## src/hw/flash_map.svh

```systemverilog
/*
 * Register offsets, field positions, keys and counts of the flash
 * sequencer. Assumes SFRs sit at 0x00xx and I/O RAM at 0x20xx of one
 * 16-bit register address space.
 */
// Behaviour
// - 32 KB program flash for code and images
// - engine code starts at base page times 1024
// - flash split into independently erasable 512-byte pages
// - write while engine busy dropped, blocked flag
// - write during pass start skips pass, flag
// - mass erase needs arm bit then 0xAA
// - mass erase only while debug port enabled
// - page erase needs page number then 0x55
// - store select routes stores to flash or RAM
// - erased bytes read 0xFF, programming clears bits
// - lock blocks all debug ops except mass erase
// - lock settable only during early boot window
// - lock removed only by reset, no erase needed
// - early boot holds debug off, flag readable
// - after early boot debug port may act
// - lock clears on reset, accepts only ones
// - lock refuses external program code reads
// - lock rejects page zero page erase; code still erases page zero for page number 64
// - lock suppresses page zero writes
// - both flags share one enable and output
// - flags clear only on written zero
`ifndef FLASH_MAP_SVH
`define FLASH_MAP_SVH

`define FLASH_AW 15
`define PAGE_W 7
`define PAGE_SHIFT 9
`define CE_BASE_W 5
`define CE_BASE_SHIFT 10
`define PREBOOT_CYCLES 32
`define ERASED_BYTE 8'hFF

`define A_ERASE_KEY 16'h0094
`define A_MASS_ARM 16'h00B2
`define A_PAGE_SEL 16'h00B7
`define A_FLAGS 16'h00E8
`define A_IRQ_EN 16'h2007
`define A_LOCK_CFG 16'h2008
`define A_CE_BASE 16'h2009

`define B_STORE_SEL 0
`define B_MASS_ARM 1
`define B_PS_FLAG 2
`define B_WB_FLAG 3
`define B_IRQ_EN 4
`define B_LOCK 0
`define B_PREBOOT 1
`define B_SPEED 2

`define KEY_MASS 8'hAA
`define KEY_PAGE 8'h55

`endif

```

## src/hw/flash_pkg.sv

```systemverilog
/*
 * Types shared by the flash sequencer and its boot window counter.
 * Assumes flash_map.svh is on the include path.
 */
`include "flash_map.svh"
package flash_pkg;
	typedef enum logic [1:0] {
		FC_PROG = 2'b00,
		FC_PAGE = 2'b01,
		FC_MASS = 2'b10,
		FC_NONE = 2'b11
	} flash_cmd_t;

	typedef enum logic [1:0] {
		DO_READ = 2'b00,
		DO_WRITE = 2'b01,
		DO_PAGE = 2'b10,
		DO_MASS = 2'b11
	} dbg_op_t;

	typedef struct packed {
		logic [`FLASH_AW-1:0] addr;
		logic [7:0] data;
	} store_t;

	typedef struct packed {
		flash_cmd_t cmd;
		logic [`FLASH_AW-1:0] addr;
		logic [7:0] data;
	} flash_req_t;

	typedef struct packed {
		dbg_op_t op;
		logic [`FLASH_AW-1:0] addr;
		logic [7:0] data;
	} dbg_req_t;
endpackage

```

## src/hw/boot_window.sv

```systemverilog
/*
 * Early-boot window counter: high for the first cycles after reset.
 * Assumes the same clock, enable and reset as the flash sequencer.
 */
`timescale 1ns/1ps
`include "flash_map.svh"
module boot_window import flash_pkg::*; #(
	parameter int CYCLES = `PREBOOT_CYCLES
) (
	// clock and reset
	input wire logic clk,
	input wire logic rst,
	input wire logic ce_en,
	// window level
	output logic preboot
);
	logic [$clog2(CYCLES+1)-1:0] cnt_reg;

	// counts enabled cycles only, so a frozen core sees full window
	always_ff @(posedge clk or posedge rst) begin
		if (rst) begin
			cnt_reg <= '0;
			preboot <= 1'b1;
		end else if (ce_en && preboot) begin
			cnt_reg <= cnt_reg + 1'b1;
			preboot <= (cnt_reg != ($bits(cnt_reg))'(CYCLES - 1));
		end
	end
endmodule

```

## src/hw/flash_erase_write_protect.sv

```systemverilog
/*
 * Program flash sequencer: keyed erase, store routing, engine
 * collision tracking and code lock. Assumes a core SFR/I/O RAM port on
 * clk, a flash macro that reports busy on clk, and an async debug
 * enable pin.
 */
`timescale 1ns/1ps
`include "flash_map.svh"
module flash_erase_write_protect import flash_pkg::*; (
	// clock, enable and reset
	input wire logic clk,
	input wire logic rst,
	input wire logic ce_en,
	// register port from the core
	input wire logic reg_we,
	input wire logic reg_re,
	input wire logic [15:0] reg_addr,
	input wire logic [7:0] reg_wdata,
	output logic [7:0] reg_rdata,
	// external data stores from the core
	input wire logic st_valid,
	input wire store_t st,
	output logic ram_we,
	output store_t ram_st,
	// flash macro
	output logic fl_valid,
	output flash_req_t fl_req,
	input wire logic fl_busy,
	// compute engine
	input wire logic ce_busy,
	input wire logic ce_pass_start,
	output logic ce_pass_skip,
	output logic [`FLASH_AW-1:0] ce_code_base,
	// debug emulator port
	input wire logic dbg_en_pin,
	input wire logic dbg_op_valid,
	input wire dbg_req_t dbg_req,
	output logic dbg_ack,
	output logic dbg_refuse,
	output logic dbg_hold,
	// status
	output logic flash_access_speed,
	output logic code_lock,
	output logic collision_irq
);
	logic store_sel_reg;
	logic mass_arm_reg;
	logic [`PAGE_W-1:0] page_sel_reg;
	logic page_armed_reg;
	logic wb_flag_reg;
	logic ps_flag_reg;
	logic irq_en_reg;
	logic lock_reg;
	logic speed_reg;
	logic [`CE_BASE_W-1:0] ce_base_reg;
	logic dbg_s1, dbg_s2, dbg_s3;
	logic dbg_en_reg;
	logic preboot;
	logic key_wr, e8_wr;
	logic mass_go, page_go;
	logic prog_try, prog_go, prog_blk;
	logic dbg_live, dbg_go, dbg_blk_busy;
	logic fl_go;
	flash_req_t fl_next;

	// page number of a flash byte address is zero
	function automatic logic is_page_zero(
		input logic [`FLASH_AW-1:0] a);
		return (a >> `PAGE_SHIFT) == '0;
	endfunction

	// first byte of a page; upper page bits beyond the array drop
	function automatic logic [`FLASH_AW-1:0] page_base(
		input logic [`PAGE_W-1:0] p);
		logic [`PAGE_W+`PAGE_SHIFT-1:0] w;
		w = ($bits(w))'(p) << `PAGE_SHIFT;
		return w[`FLASH_AW-1:0];
	endfunction

	boot_window #(
		.CYCLES(`PREBOOT_CYCLES)
	) u_boot (
		.clk(clk),
		.rst(rst),
		.ce_en(ce_en),
		.preboot(preboot)
	);

	// debug enable arrives from a pin: three stages, act on agreement
	always_ff @(posedge clk or posedge rst) begin
		if (rst) begin
			dbg_s1 <= 1'b0;
			dbg_s2 <= 1'b0;
			dbg_s3 <= 1'b0;
			dbg_en_reg <= 1'b0;
		end else if (ce_en) begin
			dbg_s1 <= dbg_en_pin;
			dbg_s2 <= dbg_s1;
			dbg_s3 <= dbg_s2;
			if (dbg_s2 == dbg_s3) begin
				dbg_en_reg <= dbg_s3;
			end
		end
	end

	assign key_wr = ce_en && reg_we && reg_addr == `A_ERASE_KEY;
	assign e8_wr = ce_en && reg_we && reg_addr == `A_FLAGS;

	// mass erase: armed, correct key, debug port up, macro idle
	assign mass_go = key_wr && reg_wdata == `KEY_MASS && mass_arm_reg
		&& dbg_en_reg && !fl_busy;
	// page erase: page loaded, correct key, page number 0 refused under lock
	assign page_go = key_wr && reg_wdata == `KEY_PAGE && page_armed_reg
		&& !(lock_reg && page_sel_reg == '0)
		&& !fl_busy;

	// a store to flash while the engine fetches is dropped
	assign prog_try = ce_en && st_valid && store_sel_reg;
	assign prog_blk = ce_busy;
	assign prog_go = prog_try && !prog_blk && !fl_busy
		&& !(lock_reg && is_page_zero(st.addr));

	// debug ops are held off in early boot and without enable
	assign dbg_live = ce_en && dbg_op_valid && dbg_en_reg
		&& !preboot;
	assign dbg_blk_busy = dbg_req.op == DO_WRITE && ce_busy;

	// core requests win; debug is refused rather than queued
	always_comb begin
		dbg_go = 1'b0;
		if (dbg_live && !key_wr && !prog_try) begin
			if (lock_reg) begin
				dbg_go = dbg_req.op == DO_MASS;
			end else if (dbg_req.op == DO_READ) begin
				dbg_go = 1'b1;
			end else begin
				dbg_go = !fl_busy && !dbg_blk_busy;
			end
		end
	end

	// one flash command per cycle
	always_comb begin
		fl_go = 1'b0;
		fl_next = '{cmd: FC_NONE, addr: '0, data: `ERASED_BYTE};
		if (mass_go) begin
			fl_go = 1'b1;
			fl_next.cmd = FC_MASS;
		end else if (page_go) begin
			fl_go = 1'b1;
			fl_next.cmd = FC_PAGE;
			fl_next.addr = page_base(page_sel_reg);
		end else if (prog_go) begin
			fl_go = 1'b1;
			fl_next.cmd = FC_PROG;
			fl_next.addr = st.addr;
			fl_next.data = st.data;
		end else if (dbg_go && dbg_req.op != DO_READ) begin
			fl_go = 1'b1;
			fl_next.addr = dbg_req.addr;
			fl_next.data = dbg_req.data;
			if (dbg_req.op == DO_MASS) begin
				fl_next.cmd = FC_MASS;
			end else if (dbg_req.op == DO_PAGE) begin
				fl_next.cmd = FC_PAGE;
				fl_next.addr = page_base(
					`PAGE_W'(dbg_req.addr >> `PAGE_SHIFT));
			end else begin
				fl_next.cmd = FC_PROG;
			end
		end
	end

	// flash command strobe, one cycle per accepted request
	always_ff @(posedge clk or posedge rst) begin
		if (rst) begin
			fl_valid <= 1'b0;
			fl_req <= '{cmd: FC_NONE, addr: '0, data: `ERASED_BYTE};
		end else if (ce_en) begin
			fl_valid <= fl_go;
			if (fl_go) begin
				fl_req <= fl_next;
			end
		end
	end

	// stores that are not for flash go to data RAM unchanged
	always_ff @(posedge clk or posedge rst) begin
		if (rst) begin
			ram_we <= 1'b0;
			ram_st <= '0;
		end else if (ce_en) begin
			ram_we <= st_valid && !store_sel_reg;
			if (st_valid && !store_sel_reg) begin
				ram_st <= st;
			end
		end
	end

	// debug answers and hold-off level
	always_ff @(posedge clk or posedge rst) begin
		if (rst) begin
			dbg_ack <= 1'b0;
			dbg_refuse <= 1'b0;
			dbg_hold <= 1'b1;
		end else if (ce_en) begin
			dbg_ack <= dbg_go;
			dbg_refuse <= dbg_op_valid && !dbg_go;
			dbg_hold <= preboot || lock_reg;
		end
	end

	// arm bits are consumed by any key write, right or wrong
	always_ff @(posedge clk or posedge rst) begin
		if (rst) begin
			mass_arm_reg <= 1'b0;
			page_armed_reg <= 1'b0;
			page_sel_reg <= '0;
			store_sel_reg <= 1'b0;
		end else if (key_wr) begin
			mass_arm_reg <= 1'b0;
			page_armed_reg <= 1'b0;
		end else if (ce_en && reg_we && reg_addr == `A_MASS_ARM) begin
			mass_arm_reg <= reg_wdata[`B_MASS_ARM];
			store_sel_reg <= reg_wdata[`B_STORE_SEL];
		end else if (ce_en && reg_we && reg_addr == `A_PAGE_SEL) begin
			page_sel_reg <= reg_wdata[7:1];
			page_armed_reg <= 1'b1;
		end
	end

	// collision flags: hardware set beats a software clear
	always_ff @(posedge clk or posedge rst) begin
		if (rst) begin
			wb_flag_reg <= 1'b0;
			ps_flag_reg <= 1'b0;
		end else if (ce_en) begin
			if ((prog_try && prog_blk)
				|| (dbg_live && dbg_blk_busy && !lock_reg)) begin
				wb_flag_reg <= 1'b1;
			end else if (e8_wr && !reg_wdata[`B_WB_FLAG]) begin
				wb_flag_reg <= 1'b0;
			end
			if (ce_pass_start && fl_busy) begin
				ps_flag_reg <= 1'b1;
			end else if (e8_wr && !reg_wdata[`B_PS_FLAG]) begin
				ps_flag_reg <= 1'b0;
			end
		end
	end

	// a pass that would meet a running write is dropped
	always_ff @(posedge clk or posedge rst) begin
		if (rst) begin
			ce_pass_skip <= 1'b0;
		end else if (ce_en) begin
			ce_pass_skip <= ce_pass_start && fl_busy;
		end
	end

	// shared enable for both collision flags onto one line
	always_ff @(posedge clk or posedge rst) begin
		if (rst) begin
			collision_irq <= 1'b0;
		end else if (ce_en) begin
			collision_irq <= irq_en_reg
				&& (wb_flag_reg || ps_flag_reg);
		end
	end

	// lock only takes ones, only in early boot; reset clears it
	always_ff @(posedge clk or posedge rst) begin
		if (rst) begin
			lock_reg <= 1'b0;
		end else if (ce_en && reg_we && reg_addr == `A_LOCK_CFG
			&& preboot && reg_wdata[`B_LOCK]) begin
			lock_reg <= 1'b1;
		end
	end

	// plain configuration registers
	always_ff @(posedge clk or posedge rst) begin
		if (rst) begin
			irq_en_reg <= 1'b0;
			speed_reg <= 1'b0;
			ce_base_reg <= '0;
		end else if (ce_en && reg_we) begin
			if (reg_addr == `A_IRQ_EN) begin
				irq_en_reg <= reg_wdata[`B_IRQ_EN];
			end else if (reg_addr == `A_LOCK_CFG) begin
				speed_reg <= reg_wdata[`B_SPEED];
			end else if (reg_addr == `A_CE_BASE) begin
				ce_base_reg <= reg_wdata[`CE_BASE_W-1:0];
			end
		end
	end

	// engine fetch base, 1 KB aligned inside the 32 KB array
	always_ff @(posedge clk or posedge rst) begin
		if (rst) begin
			ce_code_base <= '0;
			flash_access_speed <= 1'b0;
			code_lock <= 1'b0;
		end else if (ce_en) begin
			ce_code_base <= `FLASH_AW'(ce_base_reg)
				<< `CE_BASE_SHIFT;
			flash_access_speed <= speed_reg;
			code_lock <= lock_reg;
		end
	end

	// registered read data; the key register reads as zero
	always_ff @(posedge clk or posedge rst) begin
		if (rst) begin
			reg_rdata <= 8'h00;
		end else if (ce_en && reg_re) begin
			if (reg_addr == `A_MASS_ARM) begin
				reg_rdata <= {6'h00, mass_arm_reg, store_sel_reg};
			end else if (reg_addr == `A_PAGE_SEL) begin
				reg_rdata <= {page_sel_reg, 1'b0};
			end else if (reg_addr == `A_FLAGS) begin
				reg_rdata <= {4'h0, wb_flag_reg, ps_flag_reg, 2'h0};
			end else if (reg_addr == `A_IRQ_EN) begin
				reg_rdata <= {3'h0, irq_en_reg, 4'h0};
			end else if (reg_addr == `A_LOCK_CFG) begin
				reg_rdata <= {5'h00, speed_reg, preboot,
					lock_reg};
			end else if (reg_addr == `A_CE_BASE) begin
				reg_rdata <= {3'h0, ce_base_reg};
			end else begin
				reg_rdata <= 8'h00;
			end
		end
	end

	property p_write_blocked;
		@(posedge clk) disable iff (rst)
		prog_try && ce_busy
			|=> wb_flag_reg && !(fl_valid && fl_req.cmd == FC_PROG);
	endproperty
	a_write_blocked: assert property (p_write_blocked)
		else $error("blocked flash write not flagged");

	property p_pass_skip;
		@(posedge clk) disable iff (rst)
		ce_en && ce_pass_start && fl_busy |=> ce_pass_skip
			##0 ps_flag_reg;
	endproperty
	a_pass_skip: assert property (p_pass_skip)
		else $error("pass during write not skipped");

	property p_mass_seq;
		@(posedge clk) disable iff (rst)
		key_wr && reg_wdata == `KEY_MASS && mass_arm_reg && dbg_en_reg
			&& !fl_busy |=> fl_valid && fl_req.cmd == FC_MASS;
	endproperty
	a_mass_seq: assert property (p_mass_seq)
		else $error("keyed mass erase not issued");

	property p_mass_dbg;
		@(posedge clk) disable iff (rst)
		key_wr && !dbg_en_reg && !dbg_go
			|=> !(fl_valid && fl_req.cmd == FC_MASS);
	endproperty
	a_mass_dbg: assert property (p_mass_dbg)
		else $error("mass erase without debug port");

	property p_page0_erase;
		@(posedge clk) disable iff (rst)
		key_wr && lock_reg && page_sel_reg == '0
			|=> !(fl_valid && fl_req.cmd == FC_PAGE);
	endproperty
	a_page0_erase: assert property (p_page0_erase)
		else $error("locked page zero erased");

	property p_page0_write;
		@(posedge clk) disable iff (rst)
		prog_try && lock_reg && is_page_zero(st.addr)
			|=> !(fl_valid && fl_req.cmd == FC_PROG);
	endproperty
	a_page0_write: assert property (p_page0_write)
		else $error("locked page zero written");

	property p_lock_sticky;
		@(posedge clk) disable iff (rst)
		lock_reg |=> lock_reg [*3];
	endproperty
	a_lock_sticky: assert property (p_lock_sticky)
		else $error("lock cleared without reset");

	property p_lock_window;
		@(posedge clk) disable iff (rst)
		!preboot && !lock_reg |=> !lock_reg;
	endproperty
	a_lock_window: assert property (p_lock_window)
		else $error("lock set after early boot");

	property p_dbg_locked;
		@(posedge clk) disable iff (rst)
		ce_en && dbg_op_valid && lock_reg && dbg_req.op != DO_MASS
			|=> dbg_refuse && !dbg_ack;
	endproperty
	a_dbg_locked: assert property (p_dbg_locked)
		else $error("debug op passed under lock");

	property p_flag_hold;
		@(posedge clk) disable iff (rst)
		wb_flag_reg && !(e8_wr && !reg_wdata[`B_WB_FLAG])
			|=> wb_flag_reg;
	endproperty
	a_flag_hold: assert property (p_flag_hold)
		else $error("collision flag lost");
endmodule

```

## config.mk

```make
export PLATFORM = sky130hd
export DESIGN_NAME = flash_erase_write_protect
export DESIGN_NICKNAME = d
export VERILOG_FILES = /design/src/hw/flash_pkg.sv /design/src/hw/boot_window.sv /design/src/hw/flash_erase_write_protect.sv
export VERILOG_INCLUDE_DIRS = /design/src /design/src/hw
export SDC_FILE = /design/constraint.sdc
export NUM_CORES = 1
export LEC_CHECK = 0
export BUFFER_PORTS_ARGS = -buffer_cell sky130_fd_sc_hd__buf_2
export CAP_MARGIN = 15
export CELL_PAD_IN_SITES_DETAIL_PLACEMENT = 0
export CELL_PAD_IN_SITES_GLOBAL_PLACEMENT = 1
export CORE_MARGIN = 2
export CORE_UTILIZATION = 39
export CTS_CLUSTER_SIZE = 24
export DETAILED_ROUTE_END_ITERATION = 7
export MAX_ROUTING_LAYER = met4
export PLACE_DENSITY = 0.87
export SKIP_CTS_REPAIR_TIMING = 1
export SYNTH_ARGS = -nofsm -noshare
export SYNTH_HDL_FRONTEND = slang
export SYNTH_HIERARCHICAL = 1
export SYNTH_SLANG_ARGS = --single-unit
```

## constraint.sdc

```tcl
create_clock -name clk -period 3.8 [get_ports clk]
set_input_delay 0.57 -clock clk [delete_from_list [all_inputs] [get_ports clk]]
set_output_delay 0.57 -clock clk [all_outputs]
set_load 0.05 [all_outputs]
```

==> results.yml <==
die:
  die_area_um2: 13000
  effective_utilization_at_floorplan_pct: 39.7
  floorplan.die.height_um: 114
  core_area_um2: 11900
  num_rows: 40
  ios: 163
  die_w_um: 114
synthesis:
  syn-mean-instance-area_um2: 11.6
  post_synthesis_instance_area_um2: 4730
  synth_cell_type_count: 68
  yosysWarningCount: 6
  ys.flop_type: "dfrtp_1"
  seq_area_frac_synth_pct: 53.7
  postSynthCellCount: 408
  synth_async_sr_flop_share_pct: 100
  number_of_synthesized_flops_with_an_enable_pin: 0
  synth-adder-area-share_pct: 0.264
  yosys-mux-area-fraction_pct: 14.3
  post_synth_xor_area_fraction_pct: 0.925
  synth_top_family_by_area: "multiplexers"
  synth_area_leaders: "dfrtp_1 (47%), mux2_2 (8.6%), dfstp_2 (6.7%), mux2_1 (3.1%), nand2_1 (2.5%)"
  compound_gate_portion_of_the_synthesized_area_pct: 13.1
  synth-seq-cells: 101
  post-synth-top-area-cell: "dfrtp_1"
  post_synth_and_or_nand_nor_area_fraction_pct: 13.4
  yosysTopAreaCellShare_pct: 47.1
sta:
  rsz_0062_raised_after_global_routing: "false"
  period_minus_slack_ns: 2.81
  timing_worst_slew_pin_value_ns: 0.750
  timing.slew.headroom_pct: 49.5
  timing.hold.ws_ns: 0.163
  timing.final.setup_violations: 0
  post_route_setup_tns_ns: 0
  post-route-period-util_pct: 73.9
  finalWorstSetupSlack_ns: 0.993
  final_max_slew_viol_count: 0
  clock_skew_ns: 0.0110
  achievable-frequency_ghz: 0.356
  report.final.hold_viol_count: 0
layout:
  top_regs: "fl_req (25), ram_st (23), reg_rdata (8)"
  largest_reg_flops: 25
  post_route_cells_drive_above_1_share_pct: 42.8
  area_growth_pct: 24.9
  fin_nets: 644
  largest_register_by_flop_count: "fl_req"
  layout.cells.most_common: "buf_2"
  final_area_um2: 5910
  final_cell_mix: "buf_2 (152), dfrtp_1 (89), mux2_2 (36)"
critical_path:
  cpLargestDelayFamily: "simple AND/OR/NAND/NOR gates"
  path_class: "input pin to flop"
  critPathMaxStageDelay_ns: 0.69
  kind_of_capture_point_of_the_worst_setup_path: "flop"
  critical_path.cell_chain: "buf_2, or4_4, or4_1, nor3_4, o21ai_4, o21ai_1, o2bb2ai_1"
  timing.critical_path.arrival_ns: 3.03
  r2r_slack_ns: 1.47
  cpMaxStageDelayCell: "or4_1"
  critical_path.max_fanout: 10
  r2r_end: "fl_req[20]"
  regToRegStartpoint: "store_sel_reg"
  critPathLaunchType: "input pin"
  worst_setup_path_startpoint: "reg_addr[9]"
  cp.required_ns: 4.02
  rr_worst_depth: 6
  cp_num_buf_inv: 1
routing:
  dr.first_iter.drc_count: 142
  drtAntennaViolNets: 0
  wl_um: 12600
  route.detailed.vias_per_inst: 5.30
  detail_route.drc_violations: 0
  dr.pass1.iters: 4
  via_count: 3782
  route.detailed.wl_per_inst_um: 17.7
global_routing:
  grt_pass1_wl_um: 19900
  pin_count_of_the_biggest_net_entering_global_routing: 88
  gr-usage-all-layers_pct: 20.5
  vias_in_the_first_global_route: 3805
  number_of_antenna_violations_at_the_first_check_in_global_routing: 1
  grt_remaining_overflow: 0
clock_tree:
  worst_skew_pair.late_latency_ns: 0.36
  master_cell_of_the_clock_root_buffer: "clkbuf_16"
  number_of_sinks_driven_by_the_clock_tree: 101
  cts-buffers-inserted: 9
  clock_tree.buffer_depth: 2
  clk_pin_slew_worst_paths_ns: 0.07
  cts_tree: "done"
  cts.htree.levels: 3
place:
  detailed_place.area_um2: 5590
  place.gp.congestion: 0.884
  pre_cts_ws_ns: 0.580
  i_o_buffers: 152
  place.detailed.hpwl_um: 9550
pwr:
  total_leakage_power_nw: 2.95
  peak_supply_drop_mv: 0.298
  total_power_density_per_cell_area_nw_per_um2: 588
  fin_total_pwr_mw: 3.48
min_path:
  hold_path_class: "input pin to asynchronous set/reset pin"
run:
  drv_cap: 0
status:
  outcome: "finished, final reports clean"
==> cell type report <==
class	instances	area [um^2]
well taps	147	184
diodes	1	2.50
clock inverters	7	63.8
multi-input cells	278	2020
inverters	12	47.5
fillers	1100	6000
flip-flops and latches	101	2540
clock buffers	9	225
repair buffers	158	826
==> stage by stage <==
step                      cells  utilization (%)
after CTS                   711             49.4
after global placement      695             47.0
after floorplan             417                -
after detailed placement    695             47.0
after global routing        713             49.6
final                       713             49.6
==> synthesized netlist by cell type (4+ instances only) <==
cell type and number:
buf_4 11, inv_1 11, o21ai_1 19, nor2_1 27
nand2b_1 6, o22ai_1 8, o21ai_0 12, mux2i_1 11
dfstp_2 12, a221o_1 6, o2bb2ai_1 10, dfrtp_1 89
mux2_1 13, mux2_2 36, nand2_1 31, nand3_1 11
clkbuf_1 9, nor4b_1 4, a22o_1 6, nor4_1 4
==> how the worst max path moves through the flow <==
stage          cells after the start              to  slack (ns)
2_1_floorplan                      1  ce_base_reg[0]        0.80
3_3_place_gp                       7       fl_req[9]        0.65
3_5_place_dp                       7      fl_req[16]        0.58
4_1_cts                            7      fl_req[11]        0.98
5_1_grt                            7      fl_req[15]        0.77
6_report                           7      fl_req[16]        0.99
==> layer usage <==
layer / vias to the layer above / wire [um] / GRT usage [%]
met4: 0 / 267 / 8.46
met5: - / 0 / -
met3: 16 / 634 / 4.02
met1: 1865 / 5840 / 27.8
li1: 1787 / - / -
met2: 114 / 5900 / 30.4
==> power breakdown <==
part	leakage [nW]	switching [mW]	internal [mW]
clock network	0.136	0.445	0.460
logic	1.54	0.878	0.291
registers	1.27	0.109	1.30
==> worst register-to-register path, delay by kind of cell, from the launching register on <==
family | cells | cell delay (ns)
AO/OA/AOI/OAI | 3 | 0.99
AND/OR/NAND/NOR | 3 | 0.80
flip-flops | 1 | 0.42
==> cell families (layout without fill, tap and decap cells) <==
kind of cell,Yosys count,in the layout
AO/OA/AOI/OAI,86,86
XOR/XNOR,5,5
adder cells (fa/ha/maj),1,1
buffers and inverters,38,186
flip-flops,101,101
multiplexers,61,61
other,1,11
AND/OR/NAND/NOR,115,115
No activity file was read; power rests on OpenSTA's default activity.
